==> config.mk <==
export PLATFORM = sky130hd
export DESIGN_NAME = hbsre_top
export DESIGN_NICKNAME = d
export VERILOG_FILES = /design/src/hdl/hbsre_pkg.sv /design/src/hdl/hbsre_sync.sv /design/src/hdl/hbsre_axil.sv /design/src/hdl/hbsre_top.sv
export SDC_FILE = /design/constraint.sdc
export NUM_CORES = 1
export LEC_CHECK = 0
export ABC_AREA = 1
export CORE_MARGIN = 2
export CORE_UTILIZATION = 65
export DETAILED_ROUTE_END_ITERATION = 8
export DONT_BUFFER_PORTS = 1
export PLACE_DENSITY_LB_ADDON = 0.15
export RECOVER_POWER = 25
export REMOVE_ABC_BUFFERS = 1
export SLEW_MARGIN = 5
export SYNTH_ARGS = -nofsm -noshare
export SYNTH_HDL_FRONTEND = slang
export SYNTH_SLANG_ARGS = --single-unit
==> constraint.sdc <==
create_clock -name clk -period 3.39 [get_ports clk]
set_clock_uncertainty 0.15 [all_clocks]
set_input_delay 0.678 -clock clk [delete_from_list [all_inputs] [get_ports clk]]
set_output_delay 0.678 -clock clk [all_outputs]
set_load 0.01 [all_outputs]
==> src/hdl/hbsre_pkg.sv <==
// Package: register map, fields, reset values and timing for the sideband block
package hbsre_pkg;
  // ----------------------------------------------------------------
  // Register byte offsets
  // ----------------------------------------------------------------
  localparam logic [7:0] HBSRE_OFF_CTRL   = 8'h00;
  localparam logic [7:0] HBSRE_OFF_STATUS = 8'h04;
  localparam logic [7:0] HBSRE_OFF_REQCMD = 8'h08;
  localparam logic [7:0] HBSRE_OFF_CFG    = 8'h0c;
  localparam logic [7:0] HBSRE_OFF_EVENT  = 8'h10;
  // ----------------------------------------------------------------
  // Control field positions
  // ----------------------------------------------------------------
  localparam int HBSRE_CTRL_MC_EN      = 0;
  localparam int HBSRE_CTRL_MC_INTERNAL_ERROR_OUT    = 1;
  localparam int HBSRE_CTRL_MC_INIT    = 2;
  localparam int HBSRE_CTRL_MC_ANY     = 3;
  localparam int HBSRE_CTRL_TCC_EN     = 4;
  localparam int HBSRE_CTRL_TEMP_HOT   = 5;
  localparam int HBSRE_CTRL_INTERNAL_ERROR_OUT_SET   = 6;
  localparam int HBSRE_CTRL_TXN_ERR    = 7;
  localparam int HBSRE_CTRL_OWNER      = 8;
  localparam int HBSRE_CTRL_LAUNCH     = 9;
  localparam int HBSRE_CTRL_W          = 10;
  localparam logic [HBSRE_CTRL_W-1:0] HBSRE_CTRL_RST = 10'h000;
  // ----------------------------------------------------------------
  // Status field positions
  // ----------------------------------------------------------------
  localparam int HBSRE_ST_INTERNAL_ERROR_OUT   = 0;
  localparam int HBSRE_ST_TCC    = 1;
  localparam int HBSRE_ST_MCDRV  = 2;
  localparam int HBSRE_ST_MCIN   = 3;
  localparam int HBSRE_ST_PGOOD  = 4;
  localparam int HBSRE_ST_RESET  = 5;
  localparam int HBSRE_ST_BIST   = 6;
  localparam int HBSRE_ST_ALRMIN = 7;
  // Event sticky bits, write one to clear
  localparam int HBSRE_EV_PARERR = 0;
  localparam int HBSRE_EV_MCSEEN = 1;
  localparam int HBSRE_EV_W      = 2;
  localparam int HBSRE_REQ_W     = 5;
  localparam int HBSRE_RS_W      = 3;
  localparam int HBSRE_CFGSMP_W  = 16;
  // ----------------------------------------------------------------
  // Timing
  // ----------------------------------------------------------------
  localparam int HBSRE_CLK_MHZ         = 125;
  localparam int HBSRE_RELEASE_CLOCKS  = 2;
  localparam int HBSRE_AXI_OKAY        = 0;
  localparam logic [1:0] HBSRE_RESP_OKAY   = 2'h0;
  localparam logic [1:0] HBSRE_RESP_SLVERR = 2'h2;
endpackage : hbsre_pkg

==> src/hdl/hbsre_sync.sv <==
// Two-flop synchroniser bank for pin inputs
`timescale 1ns/1ps
`default_nettype none
module hbsre_sync #(
  parameter int W = 1
) (
  input  wire logic         clk,
  input  wire logic         sys_rst,
  input  wire logic [W-1:0] async_in,
  input  wire logic [W-1:0] rst_val,
  output logic      [W-1:0] sync_out
);
  logic [W-1:0] meta_q;
  logic [W-1:0] meta_d;
  logic [W-1:0] sync_q;
  logic [W-1:0] sync_d;

  // ----------------------------------------------------------------
  // Per-bit stages
  // ----------------------------------------------------------------
  // Synchronous reset, so loading a port value is legal here
  genvar gi;
  for (gi = 0; gi < W; gi++) begin : g_bit
    always_comb begin
      meta_d[gi] = sys_rst ? rst_val[gi] : async_in[gi];
      sync_d[gi] = sys_rst ? rst_val[gi] : meta_q[gi];
    end
  end

  always_ff @(posedge clk) begin
    meta_q <= meta_d;
    sync_q <= sync_d;
  end

  assign sync_out = sync_q;
endmodule : hbsre_sync
`default_nettype wire

==> src/hdl/hbsre_axil.sv <==
// AXI4-Lite slave front end: one write and one read at a time
`timescale 1ns/1ps
`default_nettype none
module hbsre_axil
  import hbsre_pkg::*;
(
  input  wire logic        clk,
  input  wire logic        sys_rst,
  input  wire logic [7:0]  s_axi_awaddr,
  input  wire logic        s_axi_awvalid,
  output logic             s_axi_awready,
  input  wire logic [31:0] s_axi_wdata,
  input  wire logic [3:0]  s_axi_wstrb,
  input  wire logic        s_axi_wvalid,
  output logic             s_axi_wready,
  output logic [1:0]       s_axi_bresp,
  output logic             s_axi_bvalid,
  input  wire logic        s_axi_bready,
  input  wire logic [7:0]  s_axi_araddr,
  input  wire logic        s_axi_arvalid,
  output logic             s_axi_arready,
  output logic [31:0]      s_axi_rdata,
  output logic [1:0]       s_axi_rresp,
  output logic             s_axi_rvalid,
  input  wire logic        s_axi_rready,
  output logic             wr_stb,
  output logic [7:0]       wr_addr,
  output logic [31:0]      wr_data,
  output logic [3:0]       wr_strb,
  input  wire logic        wr_ok,
  output logic             rd_stb,
  output logic [7:0]       rd_addr,
  input  wire logic [31:0] rd_data,
  input  wire logic        rd_ok
);
  logic        aw_have_q, aw_have_d;
  logic        w_have_q,  w_have_d;
  logic [7:0]  awaddr_q,  awaddr_d;
  logic [31:0] wdata_q,   wdata_d;
  logic [3:0]  wstrb_q,   wstrb_d;
  logic        bvalid_q,  bvalid_d;
  logic [1:0]  bresp_q,   bresp_d;
  logic        rvalid_q,  rvalid_d;
  logic [1:0]  rresp_q,   rresp_d;
  logic [31:0] rdata_q,   rdata_d;

  // ----------------------------------------------------------------
  // Handshakes
  // ----------------------------------------------------------------
  assign s_axi_awready = !aw_have_q && !bvalid_q;
  assign s_axi_wready  = !w_have_q && !bvalid_q;
  assign s_axi_arready = !rvalid_q;
  assign wr_stb  = aw_have_q && w_have_q;
  assign wr_addr = awaddr_q;
  assign wr_data = wdata_q;
  assign wr_strb = wstrb_q;
  assign rd_stb  = s_axi_arvalid && s_axi_arready;
  assign rd_addr = s_axi_araddr;

  always_comb begin
    aw_have_d = aw_have_q;
    w_have_d  = w_have_q;
    awaddr_d  = awaddr_q;
    wdata_d   = wdata_q;
    wstrb_d   = wstrb_q;
    bvalid_d  = bvalid_q;
    bresp_d   = bresp_q;
    rvalid_d  = rvalid_q;
    rresp_d   = rresp_q;
    rdata_d   = rdata_q;
    if (s_axi_awvalid && s_axi_awready) begin
      aw_have_d = 1'b1;
      awaddr_d  = s_axi_awaddr;
    end
    if (s_axi_wvalid && s_axi_wready) begin
      w_have_d = 1'b1;
      wdata_d  = s_axi_wdata;
      wstrb_d  = s_axi_wstrb;
    end
    if (wr_stb) begin
      aw_have_d = 1'b0;
      w_have_d  = 1'b0;
      bvalid_d  = 1'b1;
      bresp_d   = wr_ok ? HBSRE_RESP_OKAY : HBSRE_RESP_SLVERR;
    end else if (bvalid_q && s_axi_bready) begin
      bvalid_d = 1'b0;
    end
    if (rd_stb) begin
      rvalid_d = 1'b1;
      rdata_d  = rd_data;
      rresp_d  = rd_ok ? HBSRE_RESP_OKAY : HBSRE_RESP_SLVERR;
    end else if (rvalid_q && s_axi_rready) begin
      rvalid_d = 1'b0;
    end
    if (sys_rst) begin
      aw_have_d = 1'b0;
      w_have_d  = 1'b0;
      bvalid_d  = 1'b0;
      rvalid_d  = 1'b0;
      awaddr_d  = 8'h00;
      wdata_d   = 32'h0000_0000;
      wstrb_d   = 4'h0;
      bresp_d   = HBSRE_RESP_OKAY;
      rresp_d   = HBSRE_RESP_OKAY;
      rdata_d   = 32'h0000_0000;
    end
  end

  always_ff @(posedge clk) begin
    aw_have_q <= aw_have_d;
    w_have_q  <= w_have_d;
    awaddr_q  <= awaddr_d;
    wdata_q   <= wdata_d;
    wstrb_q   <= wstrb_d;
    bvalid_q  <= bvalid_d;
    bresp_q   <= bresp_d;
    rvalid_q  <= rvalid_d;
    rresp_q   <= rresp_d;
    rdata_q   <= rdata_d;
  end

  assign s_axi_bvalid = bvalid_q;
  assign s_axi_bresp  = bresp_q;
  assign s_axi_rvalid = rvalid_q;
  assign s_axi_rresp  = rresp_q;
  assign s_axi_rdata  = rdata_q;
endmodule : hbsre_axil
`default_nettype wire

==> src/hdl/hbsre_top.sv <==
// Front system bus sideband: machine check, thermal alarm, reset, config sampling, response parity
`timescale 1ns/1ps
`default_nettype none
module hbsre_top
  import hbsre_pkg::*;
(
  input  wire logic                      clk,
  input  wire logic                      sys_rst,
  input  wire logic [7:0]                s_axi_awaddr,
  input  wire logic                      s_axi_awvalid,
  output logic                           s_axi_awready,
  input  wire logic [31:0]               s_axi_wdata,
  input  wire logic [3:0]                s_axi_wstrb,
  input  wire logic                      s_axi_wvalid,
  output logic                           s_axi_wready,
  output logic [1:0]                     s_axi_bresp,
  output logic                           s_axi_bvalid,
  input  wire logic                      s_axi_bready,
  input  wire logic [7:0]                s_axi_araddr,
  input  wire logic                      s_axi_arvalid,
  output logic                           s_axi_arready,
  output logic [31:0]                    s_axi_rdata,
  output logic [1:0]                     s_axi_rresp,
  output logic                           s_axi_rvalid,
  input  wire logic                      s_axi_rready,
  input  wire logic                      bus_clk_in,
  input  wire logic                      bus_reset_n,
  input  wire logic                      power_good_in,
  input  wire logic                      soft_init_n,
  input  wire logic [HBSRE_CFGSMP_W-1:0] cfg_pins_n,
  input  wire logic                      machine_check_line_in,
  output logic                           machine_check_line_out,
  output logic                           machine_check_line_oe,
  input  wire logic                      thermal_alarm_line_in,
  output logic                           thermal_alarm_line_out,
  output logic                           thermal_alarm_line_oe,
  output logic                           internal_error_out_n,
  output logic [HBSRE_REQ_W-1:0]         request_cmd_out,
  output logic                           request_cmd_oe,
  output logic                           address_strobe_first_out,
  output logic                           address_strobe_first_oe,
  input  wire logic [HBSRE_RS_W-1:0]     response_status_lines_n,
  input  wire logic                      response_parity_line,
  output logic                           thermal_control_circuit,
  output logic                           cache_invalidate,
  output logic                           bist_start
);
  // ----------------------------------------------------------------
  // Pin synchronisers
  // ----------------------------------------------------------------
  localparam int SW = 8 + HBSRE_RS_W + HBSRE_CFGSMP_W;
  logic [SW-1:0] pins_raw, pins_s;
  logic          bclk_s, rst_n_s, pgood_s, init_n_s, mc_in_s, alarm_in_s, rsp_s;
  logic [HBSRE_RS_W-1:0]     rs_n_s;
  logic [HBSRE_CFGSMP_W-1:0] cfg_s;
  logic [SW-1:0] pins_rst;

  // Idle levels: active-low lines rest high
  assign pins_rst = {1'b0, 1'b1, 1'b0, 1'b1, 1'b1, 1'b1, 1'b1, 1'b1,
                     {HBSRE_RS_W{1'b1}}, {HBSRE_CFGSMP_W{1'b1}}};
  assign pins_raw = {bus_clk_in, bus_reset_n, power_good_in, soft_init_n, machine_check_line_in,
                     thermal_alarm_line_in, response_parity_line, 1'b1,
                     response_status_lines_n, cfg_pins_n};
  hbsre_sync #(.W(SW)) u_sync (
    .clk      (clk),
    .sys_rst  (sys_rst),
    .async_in (pins_raw),
    .rst_val  (pins_rst),
    .sync_out (pins_s)
  );
  assign {bclk_s, rst_n_s, pgood_s, init_n_s, mc_in_s, alarm_in_s, rsp_s} = pins_s[SW-1:SW-7];
  assign rs_n_s = pins_s[HBSRE_RS_W+HBSRE_CFGSMP_W-1:HBSRE_CFGSMP_W];
  assign cfg_s  = pins_s[HBSRE_CFGSMP_W-1:0];

  // ----------------------------------------------------------------
  // Register bus
  // ----------------------------------------------------------------
  logic        wr_stb, rd_stb, wr_ok, rd_ok;
  logic [7:0]  wr_addr, rd_addr;
  logic [31:0] wr_data, rd_data;
  logic [3:0]  wr_strb;
  hbsre_axil u_axil (
    .clk           (clk),
    .sys_rst       (sys_rst),
    .s_axi_awaddr  (s_axi_awaddr),
    .s_axi_awvalid (s_axi_awvalid),
    .s_axi_awready (s_axi_awready),
    .s_axi_wdata   (s_axi_wdata),
    .s_axi_wstrb   (s_axi_wstrb),
    .s_axi_wvalid  (s_axi_wvalid),
    .s_axi_wready  (s_axi_wready),
    .s_axi_bresp   (s_axi_bresp),
    .s_axi_bvalid  (s_axi_bvalid),
    .s_axi_bready  (s_axi_bready),
    .s_axi_araddr  (s_axi_araddr),
    .s_axi_arvalid (s_axi_arvalid),
    .s_axi_arready (s_axi_arready),
    .s_axi_rdata   (s_axi_rdata),
    .s_axi_rresp   (s_axi_rresp),
    .s_axi_rvalid  (s_axi_rvalid),
    .s_axi_rready  (s_axi_rready),
    .wr_stb        (wr_stb),
    .wr_addr       (wr_addr),
    .wr_data       (wr_data),
    .wr_strb       (wr_strb),
    .wr_ok         (wr_ok),
    .rd_stb        (rd_stb),
    .rd_addr       (rd_addr),
    .rd_data       (rd_data),
    .rd_ok         (rd_ok)
  );

  // ----------------------------------------------------------------
  // State
  // ----------------------------------------------------------------
  logic [HBSRE_CTRL_W-1:0]   ctrl_q, ctrl_d;
  logic [HBSRE_REQ_W-1:0]    reqcmd_q, reqcmd_d;
  logic [HBSRE_CFGSMP_W-1:0] cfg_q, cfg_d;
  logic [HBSRE_EV_W-1:0]     ev_q, ev_d;
  logic                      internal_error_out_q, internal_error_out_d;
  logic                      bist_q, bist_d;
  logic                      rst_n_q, rst_n_d;
  logic                      bclk_q, bclk_d;
  logic [1:0]                rel_cnt_q, rel_cnt_d;
  logic                      drive_q, drive_d;
  logic                      launch_q, launch_d;
  logic                      strobe_q, strobe_d;
  logic                      mcdrv_q, mcdrv_d;
  logic                      hot_q, hot_d;
  logic [1:0]                mc_hist_q, mc_hist_d;

  logic bus_rst, rst_rise, bclk_rise, par_ok, rs_driven, par_err, txn_err;

  assign bus_rst   = !rst_n_s;                       // Active-low reset pin
  assign rst_rise  = rst_n_s && !rst_n_q;
  assign bclk_rise = bclk_s && !bclk_q;
  assign rs_driven = |(~rs_n_s);
  // Even count of low lines gives high parity; idle 000 reads high and passes
  assign par_ok    = (rsp_s == ~(^(~rs_n_s)));
  assign par_err   = rs_driven && !par_ok && bclk_rise;
  assign txn_err   = ctrl_q[HBSRE_CTRL_TXN_ERR] || par_err;

  always_comb begin
    ctrl_d    = ctrl_q;
    reqcmd_d  = reqcmd_q;
    cfg_d     = cfg_q;
    ev_d      = ev_q;
    internal_error_out_d    = internal_error_out_q;
    bist_d    = 1'b0;
    rst_n_d   = rst_n_s;
    bclk_d    = bclk_s;
    rel_cnt_d = rel_cnt_q;
    drive_d   = drive_q;
    launch_d  = 1'b0;
    strobe_d  = 1'b0;
    mcdrv_d   = 1'b0;
    hot_d     = ctrl_q[HBSRE_CTRL_TEMP_HOT];
    mc_hist_d = {mc_hist_q[0], mcdrv_q};
    // Self-clearing launch bit, one command per write
    ctrl_d[HBSRE_CTRL_LAUNCH]   = 1'b0;
    ctrl_d[HBSRE_CTRL_INTERNAL_ERROR_OUT_SET] = 1'b0;
    ctrl_d[HBSRE_CTRL_TXN_ERR]  = 1'b0;
    if (wr_stb && wr_strb[0] && wr_addr == HBSRE_OFF_CTRL) begin
      ctrl_d[7:0] = wr_data[7:0];
    end
    if (wr_stb && wr_strb[1] && wr_addr == HBSRE_OFF_CTRL) begin
      ctrl_d[HBSRE_CTRL_W-1:8] = wr_data[HBSRE_CTRL_W-1:8];
    end
    if (wr_stb && wr_strb[0] && wr_addr == HBSRE_OFF_REQCMD) begin
      reqcmd_d = wr_data[HBSRE_REQ_W-1:0];
    end
    // Write one to clear; a new event in the same cycle wins
    if (wr_stb && wr_strb[0] && wr_addr == HBSRE_OFF_EVENT) begin
      ev_d = ev_q & ~wr_data[HBSRE_EV_W-1:0];
    end
    if (par_err) begin
      ev_d[HBSRE_EV_PARERR] = 1'b1;
    end
    // Own drive echoes back for two cycles through the synchroniser
    if (!mc_in_s && !mcdrv_q && mc_hist_q == 2'h0) begin
      ev_d[HBSRE_EV_MCSEEN] = 1'b1;                  // Other agents' reports
    end
    // Sticky until the next reset
    if (ctrl_q[HBSRE_CTRL_INTERNAL_ERROR_OUT_SET]) begin
      internal_error_out_d = 1'b1;
    end
    // Machine check sources, gated by enable
    if (ctrl_q[HBSRE_CTRL_MC_EN]) begin
      mcdrv_d = (ctrl_q[HBSRE_CTRL_MC_INTERNAL_ERROR_OUT] && internal_error_out_q) ||
                (ctrl_q[HBSRE_CTRL_MC_INIT] && drive_q && txn_err) ||
                (ctrl_q[HBSRE_CTRL_MC_ANY] && txn_err);
    end
    // Request command only while owner, launched with the first strobe
    if (ctrl_q[HBSRE_CTRL_LAUNCH] && ctrl_q[HBSRE_CTRL_OWNER] && rel_cnt_q == 2'd0) begin
      drive_d = 1'b1;
    end
    if (drive_q && bclk_rise && !bus_rst && ctrl_q[HBSRE_CTRL_OWNER]) begin
      strobe_d = 1'b1;
      launch_d = 1'b1;
    end
    if (launch_q) begin
      drive_d = 1'b0;
    end
    if (!ctrl_q[HBSRE_CTRL_OWNER]) begin
      drive_d = 1'b0;
    end
    // Pin reset: release everything within two clocks, invalidate state
    if (bus_rst) begin
      internal_error_out_d    = 1'b0;
      drive_d   = 1'b0;
      mcdrv_d   = 1'b0;
      hot_d     = 1'b0;
      rel_cnt_d = 2'(HBSRE_RELEASE_CLOCKS);
    end else if (rel_cnt_q != 2'd0) begin
      rel_cnt_d = rel_cnt_q - 2'd1;
    end
    // Configuration latched on the release edge
    if (rst_rise) begin
      cfg_d  = cfg_s;
      bist_d = !init_n_s;
    end
    if (sys_rst) begin
      ctrl_d    = HBSRE_CTRL_RST;
      reqcmd_d  = '0;
      cfg_d     = '1;
      ev_d      = '0;
      internal_error_out_d    = 1'b0;
      rst_n_d   = 1'b1;
      bclk_d    = 1'b0;
      rel_cnt_d = 2'd0;
      drive_d   = 1'b0;
      mcdrv_d   = 1'b0;
      hot_d     = 1'b0;
      mc_hist_d = 2'h0;
    end
  end

  always_ff @(posedge clk) begin
    ctrl_q    <= ctrl_d;
    reqcmd_q  <= reqcmd_d;
    cfg_q     <= cfg_d;
    ev_q      <= ev_d;
    internal_error_out_q    <= internal_error_out_d;
    bist_q    <= bist_d;
    rst_n_q   <= rst_n_d;
    bclk_q    <= bclk_d;
    rel_cnt_q <= rel_cnt_d;
    drive_q   <= drive_d;
    launch_q  <= launch_d;
    strobe_q  <= strobe_d;
    mcdrv_q   <= mcdrv_d;
    hot_q     <= hot_d;
    mc_hist_q <= mc_hist_d;
  end

  // ----------------------------------------------------------------
  // Pins
  // ----------------------------------------------------------------
  // Open drain: drive low only, enable while asserting
  assign machine_check_line_out   = 1'b0;
  assign machine_check_line_oe    = mcdrv_q;
  assign thermal_alarm_line_out   = 1'b0;
  assign thermal_alarm_line_oe    = hot_q;
  assign internal_error_out_n     = !internal_error_out_q;
  assign request_cmd_out          = ~reqcmd_q;
  assign request_cmd_oe           = drive_q;
  assign address_strobe_first_out = !strobe_q;
  assign address_strobe_first_oe  = drive_q;
  // Own drive echoes in alarm_in_s; hot_q follows HBSRE_CTRL_TEMP_HOT only, so the alarm cannot latch itself on
  assign thermal_control_circuit  = ctrl_q[HBSRE_CTRL_TCC_EN] && (hot_q || !alarm_in_s);
  assign cache_invalidate         = bus_rst;
  assign bist_start               = bist_q;

  // ----------------------------------------------------------------
  // Read mux
  // ----------------------------------------------------------------
  always_comb begin
    rd_data = 32'h0000_0000;
    rd_ok   = 1'b1;
    case (rd_addr)
      HBSRE_OFF_CTRL:   rd_data[HBSRE_CTRL_W-1:0] = ctrl_q;
      HBSRE_OFF_STATUS: begin
        rd_data[HBSRE_ST_INTERNAL_ERROR_OUT]   = internal_error_out_q;
        rd_data[HBSRE_ST_TCC]    = thermal_control_circuit;
        rd_data[HBSRE_ST_MCDRV]  = mcdrv_q;
        rd_data[HBSRE_ST_MCIN]   = !mc_in_s;
        rd_data[HBSRE_ST_PGOOD]  = pgood_s;
        rd_data[HBSRE_ST_RESET]  = bus_rst;
        rd_data[HBSRE_ST_BIST]   = bist_q;
        rd_data[HBSRE_ST_ALRMIN] = !alarm_in_s;
      end
      HBSRE_OFF_REQCMD: rd_data[HBSRE_REQ_W-1:0] = reqcmd_q;
      HBSRE_OFF_CFG:    rd_data[HBSRE_CFGSMP_W-1:0] = cfg_q;
      HBSRE_OFF_EVENT:  rd_data[HBSRE_EV_W-1:0] = ev_q;
      default:          rd_ok = 1'b0;
    endcase
  end

  assign wr_ok = (wr_addr == HBSRE_OFF_CTRL) || (wr_addr == HBSRE_OFF_REQCMD) ||
                 (wr_addr == HBSRE_OFF_EVENT);
endmodule : hbsre_top
`default_nettype wire

==> results.ini, run 1 <==
[status]
run_status=finished clean

[layout]
syn2layout_area_growth_pct=9.85
diodes=0
fin_nets=689
multi_input_area_sq_mm=0.00187
fill_cells=584
finalCoreUtilization=0.728
regArea_sq_mm=0.00278
final_cell_area_sq_mm=0.00557
drive_above_1_share=0.157
final_cells=718

[routing]
ant_nets=0
wl_per_cell_um=13.7
initialDrtViolationCount=249
wl_um=9800
vias=3727
firstDrtPassIters=5
drc=0
viasPerCell=5.19

[pwr]
total_power_mw=3.73
p_int_mw=2.89
power_leakage_nw=2.38
combPwrFrac=0.050
power_frac_seq=0.468
switching_share=0.225
switchingPower_mw=0.841
pwr-share-clk=0.482
max-vdd-ir-drop_mv=0.442
p_per_area_mw_per_mm2=671

[logic_synthesis]
synth_cell_types=33
ys_seq_area_frac=0.549
synth_top_family_by_area=simple AND/OR/NAND/NOR gates
syn-cell-area_sq_mm=0.00507
synth.most_common_cell=dfxtp_1
yosys_most_used_dff=dfxtp_1
synth_cells=611
ys_ff_latch=139
synth_edf_count=0
synth-compound-area-share=0.0950
yosys.area_share.simple=0.254
async_reset_ff_frac=0
synthAdderAreaFrac=0.00247
yosys-top-cells-area=dfxtp_1 55%, nand2_1 7.3%, or2_2 5.9%
synthTopCellsByCount=139 x dfxtp_1, 98 x nand2_1, 74 x nor2_1, 49 x inv_1, 48 x or2_2
synth_top_area_frac=0.549
netlist.top_cell.by_area=dfxtp_1
synth_area_per_cell_sq_um=8.30
yosys_warnings=0
synth_xor_xnor_area_share=0.00346
synthMuxAreaShare=0

[sta]
maxSlewViolCount=0
rsz0062_at_grt=no
finalHoldViolations=0
tightest_slew_ns=0.892
fin_ws_ns=1.22
whs_ns=0.0907
slew_headroom=0.404
fmax_mhz=460
final.setup.tns_ns=0
finalCritPeriodShare=0.641
timing.final.crit_period_ns=2.17
setup_viol=0

[worst_setup_path]
cp-end-kind=flop
critical_path_class=reg -> reg
r2r-start=u_axil.s_axi_rvalid$_SDFFE_PP0P_
cp-start-kind=flop
worstPathArrival_ns=2.45
crit_fanout=25
required_ns=3.66
cp-startpoint=u_axil.s_axi_rvalid$_SDFFE_PP0P_

[placement]
place_congestion=0.817
dp.final_hpwl_um=6270
dpl_worst_slack_ns=1.08
placed_area_sq_mm=0.00498
portBuffers=0
placed_cells=686

[global_route]
antenna_found_initial=0
grt_max_degree=74
grtUsageTotal=0.245
grt_pass1_wl_um=16300
grt_overflow_total=0
grt_pass1_vias=3536

[floorplanning]
start_util=0.663
die_w_um=92.3
core_sq_mm=0.00765
io_pins=142
fp.dieH_um=92.3
row_count=32
dieArea_sq_mm=0.00852

[clock_tree]
ctsResizeCount=0
clk_pin_slew_worst_paths_ns=0.06
cts_buffers=17
clockBufferDepth=2
ctsHoldBuffers=0
clock-sinks=139
cts_htree_levels=4
cts_setup_buffers=0
clock_latency_ns=0.51
tritoncts=yes
root_buffer=clkbuf_8

[flow_run]
maxCapViolCount=0

[min_path]
hp-class=in -> reg
min_from=sys_rst

cell type report:
class | count | share of cell area
flip-flops and latches | 139 | 0.500
well taps | 102 | 0.0229
clock buffers | 18 | 0.0750
multi-input cells | 393 | 0.337
inverters | 52 | 0.0350
clock inverters | 14 | 0.0308
sequential cells by signal, indices dropped and copies added (netlist names), 2 cells and up:
signal              cells
reqcmd_q                5
u_axil.wr_strb          2
u_sync.sync_out        26
ev_q                    2
mc_hist_q               2
rel_cnt_q               2
ctrl_q                 10
u_sync.meta_q          26
cfg_q                  16
u_axil.s_axi_rdata     16
u_axil.wr_addr          8
u_axil.wr_data         10
critical path, stage by stage (launching register included):
cell and delay (ns):
dfxtp_1 0.34, inv_1 0.14, nand2_1 0.32, inv_1 0.68, o21ai_0 0.20, a211oi_1 0.26
cells in the final DEF (no fill, tap or decap), types with 2 or more instances in the layout:
cell type   instances
dfxtp_1           139
nand2_1            98
nor2_1             74
inv_1              49
or2_2              48
o21ai_0            42
nand3_1            41
a21oi_1            37
conb_1             20
clkbuf_16          16
nor2_2              4
nor3_1              4
clkinv_4            4
nand2_2             3
inv_2               3
nor2_4              3
o211ai_1            3
o21ai_1             3
o21ai_2             3
clkinv_2            3
clkinvlp_4          3
bufinv_16           3
o21a_1              2
path summary, 6_finish.rpt:
kind                                                      endpoint  slack (ns)  cells after the start
worst max-delay path            u_axil.s_axi_rresp[1]$_SDFFE_PP0P_        1.22                      5
worst min-delay path                  u_sync.meta_q[26]$_SDFF_PP0_        0.09                      1
worst max register to register  u_axil.s_axi_rresp[1]$_SDFFE_PP0P_        1.22                      5
worst min register to register               bist_start$_SDFF_PN0_        0.24                      1
cells by family (layout without fill, tap and decap cells):
kind of cell	after synthesis	count (layout)
flip-flops	139	139
buffers and inverters	98	84
AND/OR/NAND/NOR	279	279
XOR/XNOR	2	2
other	1	20
AO/OA/AOI/OAI	91	91
adder cells (fa/ha/maj)	1	1
per-layer routing:
metal,track usage,routed length (um),vias up
met3,0.0716,734,18
met5,0,0,-
met2,0.413,4910,146
met1,0.290,3950,1692
met4,0.108,202,0
li1,-,-,1871
power groups by stage:
| stage | Clock [mW] | Combinational (mW) | Sequential [mW] |
|---|---|---|---|
| 4_1_cts | 1.82 | 0.187 | 1.75 |
| 3_3_place_gp | 0 | 0.176 | 1.78 |
| 2_1_floorplan | 0 | 0.151 | 1.77 |
| 6_report | 1.80 | 0.185 | 1.75 |
| 5_1_grt | 1.91 | 0.215 | 1.76 |
| 3_5_place_dp | 0 | 0.184 | 1.78 |
Note: power is estimated with default switching activity, not from simulation.
==> run 2, diff against run 1 <==
Settings changed: ABC_AREA 1 to 0, CORE_UTILIZATION 65 to 56.
Clock period 3.39 ns to 1.8 ns, I/O delays scaled along.
==> run 2 against run 1 <==
Against the previous run: clock power rose by 77%; global-route usage shrank 1.6 points; routed wire length grew 13%; the run now ends with hold timing left; register-to-register slack got worse by 1.1 ns; sequential share of layout area shrank 7.3 points; critical path depth fell by 3; area after synthesis increased by 0.47%; total power grew 85%; highest routed layer unchanged.
==> results.ini, run 2 <==
[clock_tree]
cts_buffers=17
cts_htree_levels=4
clockBufferDepth=2
clock_latency_ns=0.51
root_buffer=clkbuf_8
cts_setup_buffers=0
clk_pin_slew_worst_paths_ns=0.06
tritoncts=yes
clock-sinks=139
ctsHoldBuffers=82

[logic_synthesis]
synth_cell_types=47
synthAdderAreaFrac=0.00246
synth_top_family_by_area=simple AND/OR/NAND/NOR gates
synth_top_area_frac=0.546
netlist.top_cell.by_area=dfxtp_1
ys_seq_area_frac=0.546
synth_edf_count=0
yosys.area_share.simple=0.246
synth.most_common_cell=dfxtp_1
synthMuxAreaShare=0.0341
synth-compound-area-share=0.107
yosys_most_used_dff=dfxtp_1
synthTopCellsByCount=139 x dfxtp_1, 66 x nand2_1, 50 x or2_2, 36 x a21oi_1, 30 x nor2_1
synth_xor_xnor_area_share=0.00172
ys_ff_latch=139
async_reset_ff_frac=0
yosys-top-cells-area=dfxtp_1 55%, or2_2 6.1%, nand2_1 4.9%
yosys_warnings=0
syn-cell-area_sq_mm=0.00509
synth_area_per_cell_sq_um=9.67
synth_cells=527

[worst_setup_path]
cp-end-kind=output pin
required_ns=1.29
crit_buf_inv=0
worstPathArrival_ns=1.24
crit_fanout=2
rr_endpoint=u_axil.s_axi_rdata[3]$_SDFFE_PP0P_
max_stage_delay_ns=0.34
r2r-start=u_axil.s_axi_rvalid$_SDFFE_PP0P_
crit_slowest_cell=dfxtp_2
r2r_cells=4
critical_path_class=reg -> out
crit_family=simple AND/OR/NAND/NOR gates
cp-start-kind=flop
cp-startpoint=thermal_alarm_line_oe$_SDFF_PP0_
crit_chain=nand2b_1 > and2_2
rrSetupSlack_ns=0.14

[sta]
rsz0062_at_grt=no
whs_ns=-0.210
finalCritPeriodShare=0.974
maxSlewViolCount=0
fin_ws_ns=0.0468
timing.final.crit_period_ns=1.75
tightest_slew_ns=0.583
finalHoldViolations=74
slew_headroom=0.611
fmax_mhz=570
setup_viol=0

[layout]
regArea_sq_mm=0.00278
fill_cells=647
mostFrequentLayoutCells=138 x dfxtp_1, 82 x dlygate4sd3_1, 66 x nand2_1
drive_above_1_share=0.172
fin_nets=702
final_cell_area_sq_mm=0.00653
syn2layout_area_growth_pct=28.2
final_common_cell=dfxtp_1
multi_input_area_sq_mm=0.00207
final_cells=735
diodes=0

[floorplanning]
die_w_um=99.4
io_pins=142
row_count=34
fp.dieH_um=99.4
core_sq_mm=0.00876
dieArea_sq_mm=0.00987
start_util=0.581

[placement]
placed_cells=623
dp.final_hpwl_um=6850
portBuffers=0
placed_area_sq_mm=0.00518
dpl_worst_slack_ns=-0.0265
place_congestion=0.860

[global_route]
grt_overflow_total=0
top_usage_layer=met2
antenna_found_initial=0
grtUsageTotal=0.229
grt_pass1_vias=3735
met1_usage=0.279
gr-usage-met3=0.0808
grt_pass1_wl_um=17800
met2_usage=0.391
grt_max_degree=134

[flow_run]
maxCapViolCount=0

[min_path]
hp-class=in -> reg
hold_end=u_axil.s_axi_rdata[13]$_SDFFE_PP0P_
min_path_cells=1
min_from=sys_rst

[routing]
firstDrtPassIters=4
drc=0
ant_nets=0
wl_um=11100
wl_per_cell_um=15.1
viasPerCell=5.23
initialDrtViolationCount=190
vias=3847

[pwr]
p_per_area_mw_per_mm2=1060
power_leakage_nw=2.42
max-vdd-ir-drop_mv=0.796

[status]
violations=hold timing
run_status=complete, but fails checks

-- run 2: changes by cell type after synthesis, moves of 10 or more --
| cell | delta |
|---|---|
| mux2i_1 | +14 |
| nor2_1 | -44 |
| nand3_1 | -28 |
| nor2b_1 | +25 |
| a211o_1 | +16 |
| nand2_1 | -32 |
| clkbuf_1 | +10 |
| o21ai_0 | -38 |
| inv_1 | -38 |
-- run 2: metal layers --
layer | up-vias | wire length, um
met4 | 0 | 122
li1 | 1916 | -
met3 | 12 | 894
met1 | 1798 | 4760
met5 | - | 0
met2 | 121 | 5280
-- run 2: repair_timing --
| action | in CTS | in global routing |
|---|---|---|
| endpoints found under the hold margin | 132 | 74 |
| endpoints found under the setup margin | 1 | 1 |
| gates resized for setup | 1 | 1 |
| pin swaps | 0 | 0 |
-- run 2: worst register-to-register path, delay by kind of cell (launching register included) --
kind,cells,cell delay (ns)
AO/OA/AOI/OAI,2,0.42
AND/OR/NAND/NOR,2,0.69
flip-flops,1,0.33
-- run 2: area by class of cell --
class	instances	area share
multi-input combinational	347	0.316
sequential	139	0.426
clock inverter	8	0.0148
timing repair buffer	100	0.148
tap	108	0.0207
clock buffer	22	0.0678
inverter	11	0.00632
-- run 2: power breakdown --
group          internal, mW  leakage (nW)  switching, mW
Sequential             3.20          1.14         0.0669
Combinational         0.249          1.02          0.195
Clock                  1.98         0.264           1.20
Total                  5.43          2.42           1.47
-- run 2: cell families after synthesis --
family / count (synthesis)
AOI/OAI and AO/OA: 78
xor gates and xnor gates: 1
adders and majority gates: 1
buffers and inverters: 60
DFF: 139
muxes: 17
other: 1
and+or+nand+nor: 230
-- run 2: through the flow --
| stage | hold slack, ns | power [mW] | TNS (ns) | utilization |
|---|---|---|---|---|
| after floorplan | 0.217 | 3.55 | -5.80 | - |
| after global placement | 0.231 | 3.64 | -0.0494 | 0.591 |
| after detailed placement | 0.228 | 3.65 | -0.0519 | 0.591 |
| after CTS | -0.238 | 6.92 | 0 | 0.746 |
| after global routing | -0.234 | 7.12 | 0 | 0.745 |
| final | -0.210 | 6.89 | 0 | 0.745 |
-- run 2: how the worst max path moves through the flow --
stage | endpoint | slack [ns] | cells after the start
3_5_place_dp | u_axil.s_axi_rdata[5]$_SDFFE_PP0P_ | -0.03 | 5
4_1_cts | thermal_control_circuit | 0.04 | 2
3_3_place_gp | u_axil.s_axi_rdata[8]$_SDFFE_PP0P_ | -0.02 | 5
5_1_grt | s_axi_wready | 0.008 | 2
2_1_floorplan | cfg_q[0]$_SDFFE_PP1P_ | -0.36 | 4
6_report | thermal_control_circuit | 0.05 | 2
==> run 3, diff against run 2 <==
Settings changed: RECOVER_POWER 25 to not set.
==> run 3 against run 2 <==
Against the previous run: the flow still finishes with violations (hold timing); count of clock-buffer cells in the layout unchanged; non-clock buffer count did not move; sequential cell count unchanged; cell count unchanged; routed wire length is 0.12% lower; critical endpoint unchanged; largest cell class unchanged; register-to-register slack hardly changed; worst hold slack better by 0.0023 ns; global-route usage stayed put; via count hardly changed; highest routed layer unchanged; critical path depth unchanged; final area is 0.15% higher.
==> results.ini, run 3 (synthesis results as in run 2) <==
[status]
run_status=complete, but fails checks
violations=hold timing

[worst_setup_path]
cp-end-kind=output pin
worstPathArrival_ns=1.24
crit_family=simple AND/OR/NAND/NOR gates
crit_fanout=2
cp-start-kind=flop
critical_path_class=reg -> out
rrSetupSlack_ns=0.13
critPathCapture=thermal_control_circuit
critical_path_cell_count=2
cp-startpoint=thermal_alarm_line_oe$_SDFF_PP0_
rr_endpoint=u_axil.s_axi_rdata[3]$_SDFFE_PP0P_
r2r-start=u_axil.s_axi_rvalid$_SDFFE_PP0P_
crit_chain=nand2b_1 > and2_2
r2r_cells=4
required_ns=1.29
crit_slowest_cell=dfxtp_2
max_stage_delay_ns=0.34
crit_buf_inv=0

[clock_tree]
clockBufferDepth=2
tritoncts=yes
clk_pin_slew_worst_paths_ns=0.06
clock-sinks=139
cts_buffers=17
clock_latency_ns=0.51
cts_htree_levels=4
cts_setup_buffers=0
root_buffer=clkbuf_8
ctsHoldBuffers=82

[routing]
wl_um=11000
vias=3844
viasPerCell=5.23
drc=0
initialDrtViolationCount=171
wl_per_cell_um=15.0
ant_nets=0
firstDrtPassIters=5

[sta]
finalCritPeriodShare=0.974
slew_headroom=0.603
final.setup.tns_ns=0
fmax_mhz=570
rsz0062_at_grt=no
maxSlewViolCount=0
timing.final.crit_period_ns=1.75
setup_viol=0
finalHoldViolations=74
tightest_slew_ns=0.596
whs_ns=-0.208

[pwr]
p_int_mw=5.43
switchingPower_mw=1.46
total_power_mw=6.89
switching_share=0.212
max-vdd-ir-drop_mv=0.796
power_frac_seq=0.474
combPwrFrac=0.065
p_per_area_mw_per_mm2=1050
pwr-share-clk=0.462
power_leakage_nw=2.43

[floorplanning]
dieArea_sq_mm=0.00987
io_pins=142
die_w_um=99.4
row_count=34
start_util=0.581
core_sq_mm=0.00876
fp.dieH_um=99.4

[layout]
fin_nets=702
drive_above_1_share=0.175
final_common_cell=dfxtp_1
final_cells=735
diodes=0
mostFrequentLayoutCells=138 x dfxtp_1, 82 x dlygate4sd3_1, 66 x nand2_1
syn2layout_area_growth_pct=28.4

[global_route]
grtUsageTotal=0.229
antenna_found_initial=0
met2_usage=0.391
grt_max_degree=134
grt_pass1_vias=3735
grt_pass1_wl_um=17800
met1_usage=0.279
gr-usage-met3=0.0808
top_usage_layer=met2
grt_overflow_total=0

[placement]
dp.final_hpwl_um=6850
portBuffers=0
place_congestion=0.860
placed_cells=623

[flow_run]
maxCapViolCount=0

[min_path]
hp-class=in -> reg

run 3: layout make-up:
class                   instances  area (sq um)
fillers                       643          2220
inverters                      11          41.3
well taps                     108           135
multi-input cells             347          2070
repair buffers                100           968
clock buffers                  22           443
flip-flops and latches        139          2780
clock inverters                 8          96.3
run 3: routing by layer:
metal	vias up	wire, um
li1	1917	-
met1	1796	4830
met2	122	5240
met3	9	875
met4	0	102
met5	-	0
run 3: what timing repair did:
action                     CTS  global route
pin swaps                    0             0
setup endpoints to repair    1             1
resized for setup            1             1
hold endpoints to repair   132            74
run 3: how the worst min path moves through the flow:
stage                              startpoint                             endpoint  cells after the start
3_5_place_dp   u_sync.sync_out[23]$_SDFF_PP1_                bist_start$_SDFF_PN0_                      1
4_1_cts                               sys_rst       u_axil.wr_data[3]$_SDFFE_PP0P_                      1
3_3_place_gp   u_sync.sync_out[23]$_SDFF_PP1_                bist_start$_SDFF_PN0_                      1
5_1_grt                               sys_rst  u_axil.s_axi_rdata[13]$_SDFFE_PP0P_                      1
6_report                              sys_rst  u_axil.s_axi_rdata[13]$_SDFFE_PP0P_                      1
2_1_floorplan  u_sync.sync_out[23]$_SDFF_PP1_                bist_start$_SDFF_PN0_                      1
run 3: stage by stage:
stage	setup slack (ns)	instance area (sq um)	utilization
after global routing	0.00810	6540	0.746
after detailed placement	-0.0265	5180	0.591
after global placement	-0.0199	5180	0.591
after CTS	0.0423	6540	0.746
after floorplan	-0.362	4890	-
final	0.0467	6540	0.746
run 3: power by group through the flow:
stage / clock, mW / combinational (mW) / sequential [mW]
after global routing: 3.35 / 0.496 / 3.28
after detailed placement: 0 / 0.323 / 3.33
after CTS: 3.22 / 0.441 / 3.26
after global placement: 0 / 0.313 / 3.33
after floorplan: 0 / 0.241 / 3.31
final: 3.18 / 0.447 / 3.26
